$ cat config.mk
export PLATFORM = sky130hd
export DESIGN_NAME = regulator_control_regs
export DESIGN_NICKNAME = d
export VERILOG_FILES = /design/src/regulator_ctrl_pkg.sv /design/src/regulator_control_regs.sv
export SDC_FILE = /design/constraint.sdc
export NUM_CORES = 1
export LEC_CHECK = 0
export BUFFER_PORTS_ARGS = -buffer_cell sky130_fd_sc_hd__clkbuf_2
export CORE_MARGIN = 2
export CORE_UTILIZATION = 55
export CTS_CLUSTER_DIAMETER = 80
export CTS_CLUSTER_SIZE = 28
export DETAILED_ROUTE_END_ITERATION = 7
export PLACE_DENSITY = 0.8
export SYNTH_ARGS = -nofsm -noshare
export SYNTH_HDL_FRONTEND = slang
export SYNTH_SLANG_ARGS = --single-unit
$ cat constraint.sdc
create_clock -name clk -period 2.6 [get_ports clk]
set_input_delay 0.13 -clock clk [delete_from_list [all_inputs] [get_ports clk]]
set_output_delay 0.13 -clock clk [all_outputs]
set_load 0.05 [all_outputs]
$ cat src/regulator_ctrl_pkg.sv
// Constants, register map and carrier types of the regulator control bank.
// Assumes one 10 MHz clock domain shared with the control-interface engine.
package regulator_ctrl_pkg;

    // ****************************************************************
    // Register offsets on the control interface
    // ****************************************************************
    localparam logic [7:0] ADDR_IO_CFG     = 8'ha9;
    localparam logic [7:0] ADDR_IO_MISC    = 8'haa;
    localparam logic [7:0] ADDR_IO_OSC     = 8'had;
    localparam logic [7:0] ADDR_IO_LEVEL   = 8'haf;
    localparam logic [7:0] ADDR_CORE_GRP   = 8'hb0;
    localparam logic [7:0] ADDR_CORE_KIND  = 8'hb1;
    localparam logic [7:0] ADDR_CORE_REMAP = 8'hb2;
    localparam logic [7:0] ADDR_CORE_CFG   = 8'hb3;
    localparam logic [7:0] ADDR_CORE_MISC  = 8'hb4;
    localparam logic [7:0] ADDR_CORE_OSC   = 8'hb7;
    localparam logic [7:0] ADDR_CORE_LEVEL = 8'hb9;
    localparam logic [7:0] ADDR_CORE_MODE  = 8'hba;
    localparam logic [7:0] ADDR_CORE_FLOOR = 8'hbb;

    // ****************************************************************
    // Writable-bit masks; bits outside a mask are read-only
    // ****************************************************************
    localparam logic [7:0] MASK_CFG   = 8'h03;
    localparam logic [7:0] MASK_MISC  = 8'h1f;
    localparam logic [7:0] MASK_OSC   = 8'h5f;
    localparam logic [7:0] MASK_IOLVL = 8'h01;
    localparam logic [7:0] MASK_GRP   = 8'hf0;
    localparam logic [7:0] MASK_KIND  = 8'h1f;
    localparam logic [7:0] MASK_REMAP = 8'hff;
    localparam logic [7:0] MASK_LEVEL = 8'h7f;
    localparam logic [7:0] MASK_MODE  = 8'h07;

    // ****************************************************************
    // Reset values
    // ****************************************************************
    localparam logic [7:0] RST_ZERO   = 8'h00;
    localparam logic [7:0] RST_GRP    = 8'h20;
    localparam logic [7:0] RST_KIND   = 8'h04;
    localparam logic [7:0] RST_REMAP  = 8'h08;
    localparam logic [7:0] RST_LEVEL  = 8'h30;
    localparam logic [2:0] GRP_ALL    = 3'h7;
    localparam logic [2:0] SYNC_CLEAR = 3'h0;

    // Resource state code for an unremapped active request (arbitrary)
    localparam logic [3:0] STATE_ACTIVE = 4'he;

    // ****************************************************************
    // Field positions
    // ****************************************************************
    localparam int GRP_LSB      = 5;
    localparam int WARM_BIT     = 4;
    localparam int FLOOR_BIT    = 2;
    localparam int READBACK_BIT = 1;
    localparam int BUSY_BIT     = 5;
    localparam int REACHED_BIT  = 3;
    localparam int OFF_LSB      = 4;

    // System power request toward the rail
    typedef enum logic [1:0] {
        REQ_ACTIVE,
        REQ_SLEEP,
        REQ_OFF
    } power_req_type;

    // Register access from the control-interface engine
    typedef struct packed {
        logic       write;
        logic       read;
        logic [7:0] addr;
        logic [7:0] wdata;
    } reg_req_type;

    // Stored bank plus synchronisers and registered outputs
    typedef struct packed {
        logic [7:0] io_cfg;
        logic [7:0] io_misc;
        logic [7:0] io_osc;
        logic [7:0] io_level;
        logic [7:0] core_grp;
        logic [7:0] core_kind;
        logic [7:0] core_remap;
        logic [7:0] core_cfg;
        logic [7:0] core_misc;
        logic [7:0] core_osc;
        logic [7:0] core_level;
        logic [7:0] core_mode;
        logic [7:0] core_floor;
        logic [6:0] active_level;
        logic [6:0] sleep_level;
        logic [3:0] target_state;
        logic [2:0] busy_sync;
        logic [2:0] reached_sync;
        logic       busy;
        logic       reached;
        logic [7:0] rdata;
    } bank_state_type;

    // Control fields handed to the converters
    typedef struct packed {
        logic [1:0] io_cfg;
        logic [4:0] io_misc;
        logic [4:0] io_osc;
        logic       io_level_high;
        logic [2:0] core_group;
        logic [4:0] core_kind;
        logic [1:0] core_cfg;
        logic [4:0] core_misc;
        logic [4:0] core_osc;
        logic [6:0] core_active_level;
        logic [6:0] core_sleep_level;
        logic [3:0] core_target_state;
    } rail_ctrl_type;

endpackage

$ cat src/regulator_control_regs.sv
// Control and status bank of the I/O rail and the core rail converters.
// Assumes the control-interface engine presents one access per strobe on
// the same clock; converter status lines arrive from analog, unsynchronised.
`timescale 1ns/1ps

module regulator_control_regs
    import regulator_ctrl_pkg::*;
(
    input  wire logic          clk,
    input  wire logic          reset_n,
    input  wire reg_req_type   reg_req,
    output logic [7:0]         reg_rdata,
    input  wire logic          warm_reset,
    input  wire power_req_type power_req,
    input  wire logic [3:0]    core_resource_state,
    input  wire logic          vscale_enable,
    input  wire logic [6:0]    vscale_level,
    input  wire logic          transition_in_progress,
    input  wire logic          floor_reached,
    output rail_ctrl_type      rail_ctrl
);

    // ****************************************************************
    // Helpers
    // ****************************************************************

    // Only writable bits move; read-only neighbours keep their value
    function automatic logic [7:0] masked_write(input logic [7:0] old_value,
                                                input logic [7:0] new_value,
                                                input logic [7:0] mask);
        masked_write = (old_value & ~mask) | (new_value & mask);
    endfunction

    // Write strike on one register address
    function automatic logic hit(input reg_req_type req, input logic [7:0] addr);
        hit = req.write && (req.addr == addr);
    endfunction

    bank_state_type state_reg;
    bank_state_type state_next;
    logic [6:0]     ctrl_level;
    logic [7:0]     read_value;

    // ****************************************************************
    // Next-state logic
    // ****************************************************************

    // Level that really steers the core converter from the next cycle on
    assign ctrl_level = vscale_enable ? vscale_level
                                      : state_reg.core_level[6:0];

    // Register updates, warm reset, status capture and read data capture
    always_comb begin
        state_next = state_reg;

        // Plain stored fields, including the spare osc bit 6 and ramp bits
        if (hit(reg_req, ADDR_IO_CFG)) begin
            state_next.io_cfg = masked_write(state_reg.io_cfg, reg_req.wdata,
                                             MASK_CFG);
        end
        if (hit(reg_req, ADDR_IO_MISC)) begin
            state_next.io_misc = masked_write(state_reg.io_misc, reg_req.wdata,
                                              MASK_MISC);
        end
        if (hit(reg_req, ADDR_IO_OSC)) begin
            state_next.io_osc = masked_write(state_reg.io_osc, reg_req.wdata,
                                             MASK_OSC);
        end
        if (hit(reg_req, ADDR_IO_LEVEL)) begin
            state_next.io_level = masked_write(state_reg.io_level, reg_req.wdata,
                                               MASK_IOLVL);
        end
        if (hit(reg_req, ADDR_CORE_GRP)) begin
            state_next.core_grp = masked_write(state_reg.core_grp, reg_req.wdata,
                                               MASK_GRP);
        end
        if (hit(reg_req, ADDR_CORE_KIND)) begin
            state_next.core_kind = masked_write(state_reg.core_kind, reg_req.wdata,
                                                MASK_KIND);
        end
        if (hit(reg_req, ADDR_CORE_REMAP)) begin
            state_next.core_remap = masked_write(state_reg.core_remap, reg_req.wdata,
                                                 MASK_REMAP);
        end
        if (hit(reg_req, ADDR_CORE_CFG)) begin
            state_next.core_cfg = masked_write(state_reg.core_cfg, reg_req.wdata,
                                               MASK_CFG);
        end
        if (hit(reg_req, ADDR_CORE_MISC)) begin
            state_next.core_misc = masked_write(state_reg.core_misc, reg_req.wdata,
                                                MASK_MISC);
        end
        if (hit(reg_req, ADDR_CORE_OSC)) begin
            state_next.core_osc = masked_write(state_reg.core_osc, reg_req.wdata,
                                               MASK_OSC);
        end
        if (hit(reg_req, ADDR_CORE_LEVEL)) begin
            state_next.core_level = masked_write(state_reg.core_level, reg_req.wdata,
                                                 MASK_LEVEL);
        end
        if (hit(reg_req, ADDR_CORE_MODE)) begin
            state_next.core_mode = masked_write(state_reg.core_mode, reg_req.wdata,
                                                MASK_MODE);
        end
        if (hit(reg_req, ADDR_CORE_FLOOR)) begin
            state_next.core_floor = masked_write(state_reg.core_floor, reg_req.wdata,
                                                 MASK_LEVEL);
        end

        // Warm reset overrides a write in the same cycle
        // Policy bit is read from the old value, so a same-cycle write cannot arm it
        if (warm_reset) begin
            state_next.io_level   = RST_ZERO;
            state_next.core_level = RST_LEVEL;
            if (state_reg.core_grp[WARM_BIT]) begin
                state_next.core_grp[GRP_LSB +: 3] = GRP_ALL;
            end
        end

        // Three-stage capture; a change counts once stages two and three agree
        // Stage one feeds only stage two, so a metastable sample never decides
        state_next.busy_sync    = {state_reg.busy_sync[1:0], transition_in_progress};
        state_next.reached_sync = {state_reg.reached_sync[1:0], floor_reached};
        if (state_reg.busy_sync[1] == state_reg.busy_sync[2]) begin
            state_next.busy = state_reg.busy_sync[2];
        end
        if (state_reg.reached_sync[1] == state_reg.reached_sync[2]) begin
            state_next.reached = state_reg.reached_sync[2];
        end

        // Levels handed to the converter
        state_next.active_level = ctrl_level;
        state_next.sleep_level  = state_reg.core_mode[FLOOR_BIT]
                                ? state_reg.core_floor[6:0]
                                : ctrl_level;

        // Resource state for the system request, remapped for off and sleep
        unique case (power_req)
            REQ_OFF:   state_next.target_state = state_reg.core_remap[OFF_LSB +: 4];
            REQ_SLEEP: state_next.target_state = state_reg.core_remap[3:0];
            REQ_ACTIVE: state_next.target_state = STATE_ACTIVE;
            default:   state_next.target_state = STATE_ACTIVE;
        endcase

        if (reg_req.read) begin
            state_next.rdata = read_value;
        end
    end

    // ****************************************************************
    // Read multiplexer
    // ****************************************************************

    // Live fields are merged here so stored copies never hold them
    always_comb begin
        unique case (reg_req.addr)
            ADDR_IO_CFG:     read_value = state_reg.io_cfg;
            ADDR_IO_MISC:    read_value = state_reg.io_misc;
            ADDR_IO_OSC:     read_value = state_reg.io_osc;
            ADDR_IO_LEVEL:   read_value = state_reg.io_level;
            ADDR_CORE_GRP:   read_value = {state_reg.core_grp[7:4],
                                           core_resource_state};
            ADDR_CORE_KIND:  read_value = state_reg.core_kind;
            ADDR_CORE_REMAP: read_value = state_reg.core_remap;
            ADDR_CORE_CFG:   read_value = state_reg.core_cfg;
            ADDR_CORE_MISC:  read_value = state_reg.core_misc;
            ADDR_CORE_OSC:   read_value = state_reg.core_osc;
            ADDR_CORE_LEVEL: read_value = state_reg.core_mode[READBACK_BIT]
                                        ? state_reg.core_level
                                        : {1'b0, ctrl_level};
            ADDR_CORE_MODE:  read_value = state_reg.core_mode
                                        | ({7'h00, state_reg.busy} << BUSY_BIT)
                                        | ({7'h00, state_reg.reached} << REACHED_BIT);
            ADDR_CORE_FLOOR: read_value = state_reg.core_floor;
            default:         read_value = RST_ZERO;
        endcase
    end

    // ****************************************************************
    // State register
    // ****************************************************************

    // Reset values come straight from the package constants
    always_ff @(posedge clk or negedge reset_n) begin
        if (!reset_n) begin
            state_reg              <= '0;
            state_reg.core_grp     <= RST_GRP;
            state_reg.core_kind    <= RST_KIND;
            state_reg.core_remap   <= RST_REMAP;
            state_reg.core_level   <= RST_LEVEL;
            state_reg.active_level <= RST_LEVEL[6:0];
            state_reg.sleep_level  <= RST_LEVEL[6:0];
            state_reg.target_state <= STATE_ACTIVE;
            state_reg.busy_sync    <= SYNC_CLEAR;
            state_reg.reached_sync <= SYNC_CLEAR;
        end else begin
            state_reg <= state_next;
        end
    end

    // ****************************************************************
    // Outputs
    // ****************************************************************

    // Every output is a flip-flop slice
    assign reg_rdata                   = state_reg.rdata;
    assign rail_ctrl.io_cfg            = state_reg.io_cfg[1:0];
    assign rail_ctrl.io_misc           = state_reg.io_misc[4:0];
    assign rail_ctrl.io_osc            = state_reg.io_osc[4:0];
    assign rail_ctrl.io_level_high     = state_reg.io_level[0];
    assign rail_ctrl.core_group        = state_reg.core_grp[GRP_LSB +: 3];
    assign rail_ctrl.core_kind         = state_reg.core_kind[4:0];
    assign rail_ctrl.core_cfg          = state_reg.core_cfg[1:0];
    assign rail_ctrl.core_misc         = state_reg.core_misc[4:0];
    assign rail_ctrl.core_osc          = state_reg.core_osc[4:0];
    assign rail_ctrl.core_active_level = state_reg.active_level;
    assign rail_ctrl.core_sleep_level  = state_reg.sleep_level;
    assign rail_ctrl.core_target_state = state_reg.target_state;
endmodule // regulator_control_regs

==> summary.md <==
For this design, the sink count on the clock tree is 95. For the worst flop-to-flop path, the logic depth is 5. In the global route stage, overall resource usage came out at 24.9%. Category of the critical setup timing path: flop to flop.

Adding up every negative setup slack in the final design gives 0 ps. For the number of antenna violations at the first check in global routing, the log shows 0. The number of pins exceeding their max-slew limit in the final report is 0, and the maximum single-stage delay on the critical path is 540 ps. The slowest stage of the critical path is the or4b_1 cell.

The tools report the largest net degree at the start of global routing as 57. In this run the clock root is driven by a clkbuf_8. The width of the die came out at 98.5 um.

In the post-synthesis netlist, the biggest area contributors are dfrtp_1, mux2_2, buf_4. The largest total area in the synthesized netlist belongs to dfrtp_1. The number of different library cells used by synthesis comes to 59. Among all flip-flop cells after synthesis, the most frequent one is dfrtp_1. Placer's final routability congestion estimate: 0.953. On the critical path the largest part of the delay comes from simple AND/OR/NAND/NOR gates. The relative slew slack is 50.4%. The first global-routing pass estimated 18600 um of wire. Relative to the synthesized area, the layout overhead comes to 7.44%. TritonCTS built the clock tree.

Area of the mapped netlist: 4910 um2. The register with the most flip-flops in the layout has 51 of them. The run gives 0 as the count of final setup violators. In this run, synthesis inferred 0 flip-flops with an integrated enable. In this run the critical register-to-register path is launched from state_reg[43]$_DFFE_PN0P_. The final layout contains routed wiring with a total length of 11700 um.

Leaving out fill and tap cells, the most frequent cell in the layout is clkbuf_2. The total design power is 3.22 mW, and the post-layout instance area is 5280 um2. For flop-to-flop paths, the worst setup slack is 440 ps. The count of input and output buffers was 95. The tools report the area inside the core boundary as 8680 um2.

The tools report the area of the multi-input gates as 1960 um2. The count of nets left with antenna violations once routing finished came out at 0. The logs give 554 for the post-layout instance count excluding filler cells and 5030 um2 for the placed cell area. The number of storage elements in the synthesis netlist was 95.

Based on the critical path, the design can be clocked at up to 463 MHz. The maximum vdd drop is 0.318 mV. For met3 alone, demand over resource in global routing was 5.53%. For the leakage power, the log shows 2.58 nW.

At the end of the flow the core is filled with cells to 60.8%. The tools report the number of standard-cell rows in the floorplan as 34. The clock latency at the later pin of the worst-skew pair came out at 370 ps.

The first-pass iteration count of the detailed router is 4. The met2 track demand over resource in global routing is 38.4%. The number of gates resized after CTS was 0. The tools report the count of H-tree levels built during CTS as 3. On the final layout, the worst clock skew is 13.3 ps. The worst setup path is captured at a flop. STA puts the critical path data required time at 2860 ps. The number of cells on the worst hold path came out at 2. Across the whole layout, storage elements account for 2390 um2. For this run, global-route usage on met1 was measured as 34.2%. For this run, the register share of the synthesized area comes to 48.7%.

Dividing total power by cell area gives a power density of 610 nW/um2. The average instance in the mapped netlist occupies 12.2 um2. The run gives 480 as the count of nets after finishing. The area share of the largest cell type after synthesis was 42.3%.

The flow ran to the end, and the final reports show no timing, DRC or antenna violations. The number of antenna diodes in the final layout is 0. The height of the die is 98.5 um, and the total congestion overflow is 0. The ratio of routed vias to standard cells was 6.03; the detailed placer's ending HPWL was 8560 um. In this run the most critical hold path is launched from reg_req[7]. For this run, asynchronously set or reset flops after synthesis account for 100%.

Ratio of cells with drive above 1 in the final layout: 40.6%. The top cell types in the final layout, fill and taps aside, are clkbuf_2, dfrtp_1, mux2_2. The run gives 96 as the I/O pin total. The path with the worst hold slack has its endpoint at state_reg[89]$_DFFE_PN0P_. Summing over every cut layer, the via total after detailed routing is 3340.

The routed wire length per instance came out at 21.1 um. The worst setup path is launched from a flop. The run gives 0 as the total DRC errors in the routed layout. The run gives 9710 um2 as the floorplan die area.

The tools report the gate count of the mapped netlist as 403. The class of the worst hold path is primary input to flop. Walking the worst path, the cells encountered are nor2b_1, mux2i_1, a2111oi_0, or4b_1, a22o_1. Yosys printed 0 warnings. STA puts the critical path data arrival time at 2420 ps.

Setup repair after global routing left no endpoint under its margin. When the netlist entered floorplanning its net count stood at 442. Endpoint of the worst register-to-register path: reg_rdata[3]$_DFFE_PN0P_.

The number of buffers and inverters on the critical path was 0. The final number of hold-violating endpoints was 0. The logs give 535 for the count of placed standard cells including taps and 3381 for the via count of the first global-routing pass. The number of inserted filler cells in the final layout was 730. The final critical path takes up 83.1% of the cycle.

The number of max-cap violations was 0; the pin slew with the least headroom to its limit was 738 ps. Clock tree synthesis inserted a total of 9 buffers. For the maximum buffer depth of the clock tree, the log shows 2.

The largest fanout on the critical path is 5. The number of violations reported at the end of detailed-routing iteration 0 is 231, and the clock period minus worst slack is 2160 ps. Starting density of the core: 56.6%. The clock transition at the registers of the reported paths works out to 80 ps. Layer with the highest usage: met2.

The critical path starts at state_reg[43]$_DFFE_PN0P_.
layout make-up:
class	count	share of cell area [%]
clock buffers	12	3.13
inverters	3	0.213
well taps	108	2.56
multi-input cells	228	37.1
flip-flops and latches	95	45.3
clock inverters	4	0.995
repair buffers	104	10.7
synth_stat cells, types with 2 or more instances:
cell        n
dfrtp_1    83
buf_4      60
mux2_2     42
mux2_1     27
mux2i_1    20
nor2_1     19
nand2_1    16
dfstp_2    12
nor2b_1     9
a22o_1      8
buf_2       7
a22oi_1     6
a32oi_1     6
nand3_1     6
clkbuf_1    5
a21oi_1     4
buf_6       4
o22ai_1     4
o2bb2ai_1   4
a211o_1     3
a221o_1     3
and3_1      3
inv_1       3
nand2b_1    3
nand4_1     3
a2111oi_0   2
ha_1        2
maj3_1      2
nand3b_1    2
nand4bb_1   2
nor2_2      2
nor3_1      2
nor4b_2     2
or4b_1      2
report_power, final:
part | internal (mW) | leakage (nW) | switching (mW)
Sequential | 1.57 | 1.24 | 0.0665
Clock | 0.525 | 0.113 | 0.507
Combinational | 0.158 | 1.22 | 0.392
metrics by stage:
stage	setup slack (ps)	hold slack [ps]
global placement	562	209
CTS	454	3.71
global route	348	16.9
finish	439	18.5
floorplan	782	-166
detailed placement	477	227
cells by family after synthesis:
group,share of synthesized area [%]
adders and majority gates,0.917
and+or+nand+nor,10.0
muxes,20.7
DFF,48.7
buffers and inverters,11.5
AOI/OAI and AO/OA,8.23
worst max path at each step:
stage | end | slack (ps) | cells past startpoint
after floorplan | reg_rdata[2]$_DFFE_PN0P_ | 780 | 6
final | reg_rdata[3]$_DFFE_PN0P_ | 440 | 5
after global placement | reg_rdata[3]$_DFFE_PN0P_ | 560 | 5
after detailed placement | reg_rdata[3]$_DFFE_PN0P_ | 480 | 5
after global routing | reg_rdata[3]$_DFFE_PN0P_ | 350 | 5
after CTS | reg_rdata[3]$_DFFE_PN0P_ | 450 | 5
repair_timing:
action	in CTS	in global routing
hold buffers	3	0
endpoints found under the hold margin	53	0
setup buffers	0	0
layer usage:
metal  wire [um]  share of wire [%]
met1        4950                 42
met2        5560                 48
met3         823                7.0
met4         338                2.9
met5           0                  0
No activity file was read; power rests on OpenSTA's default activity.
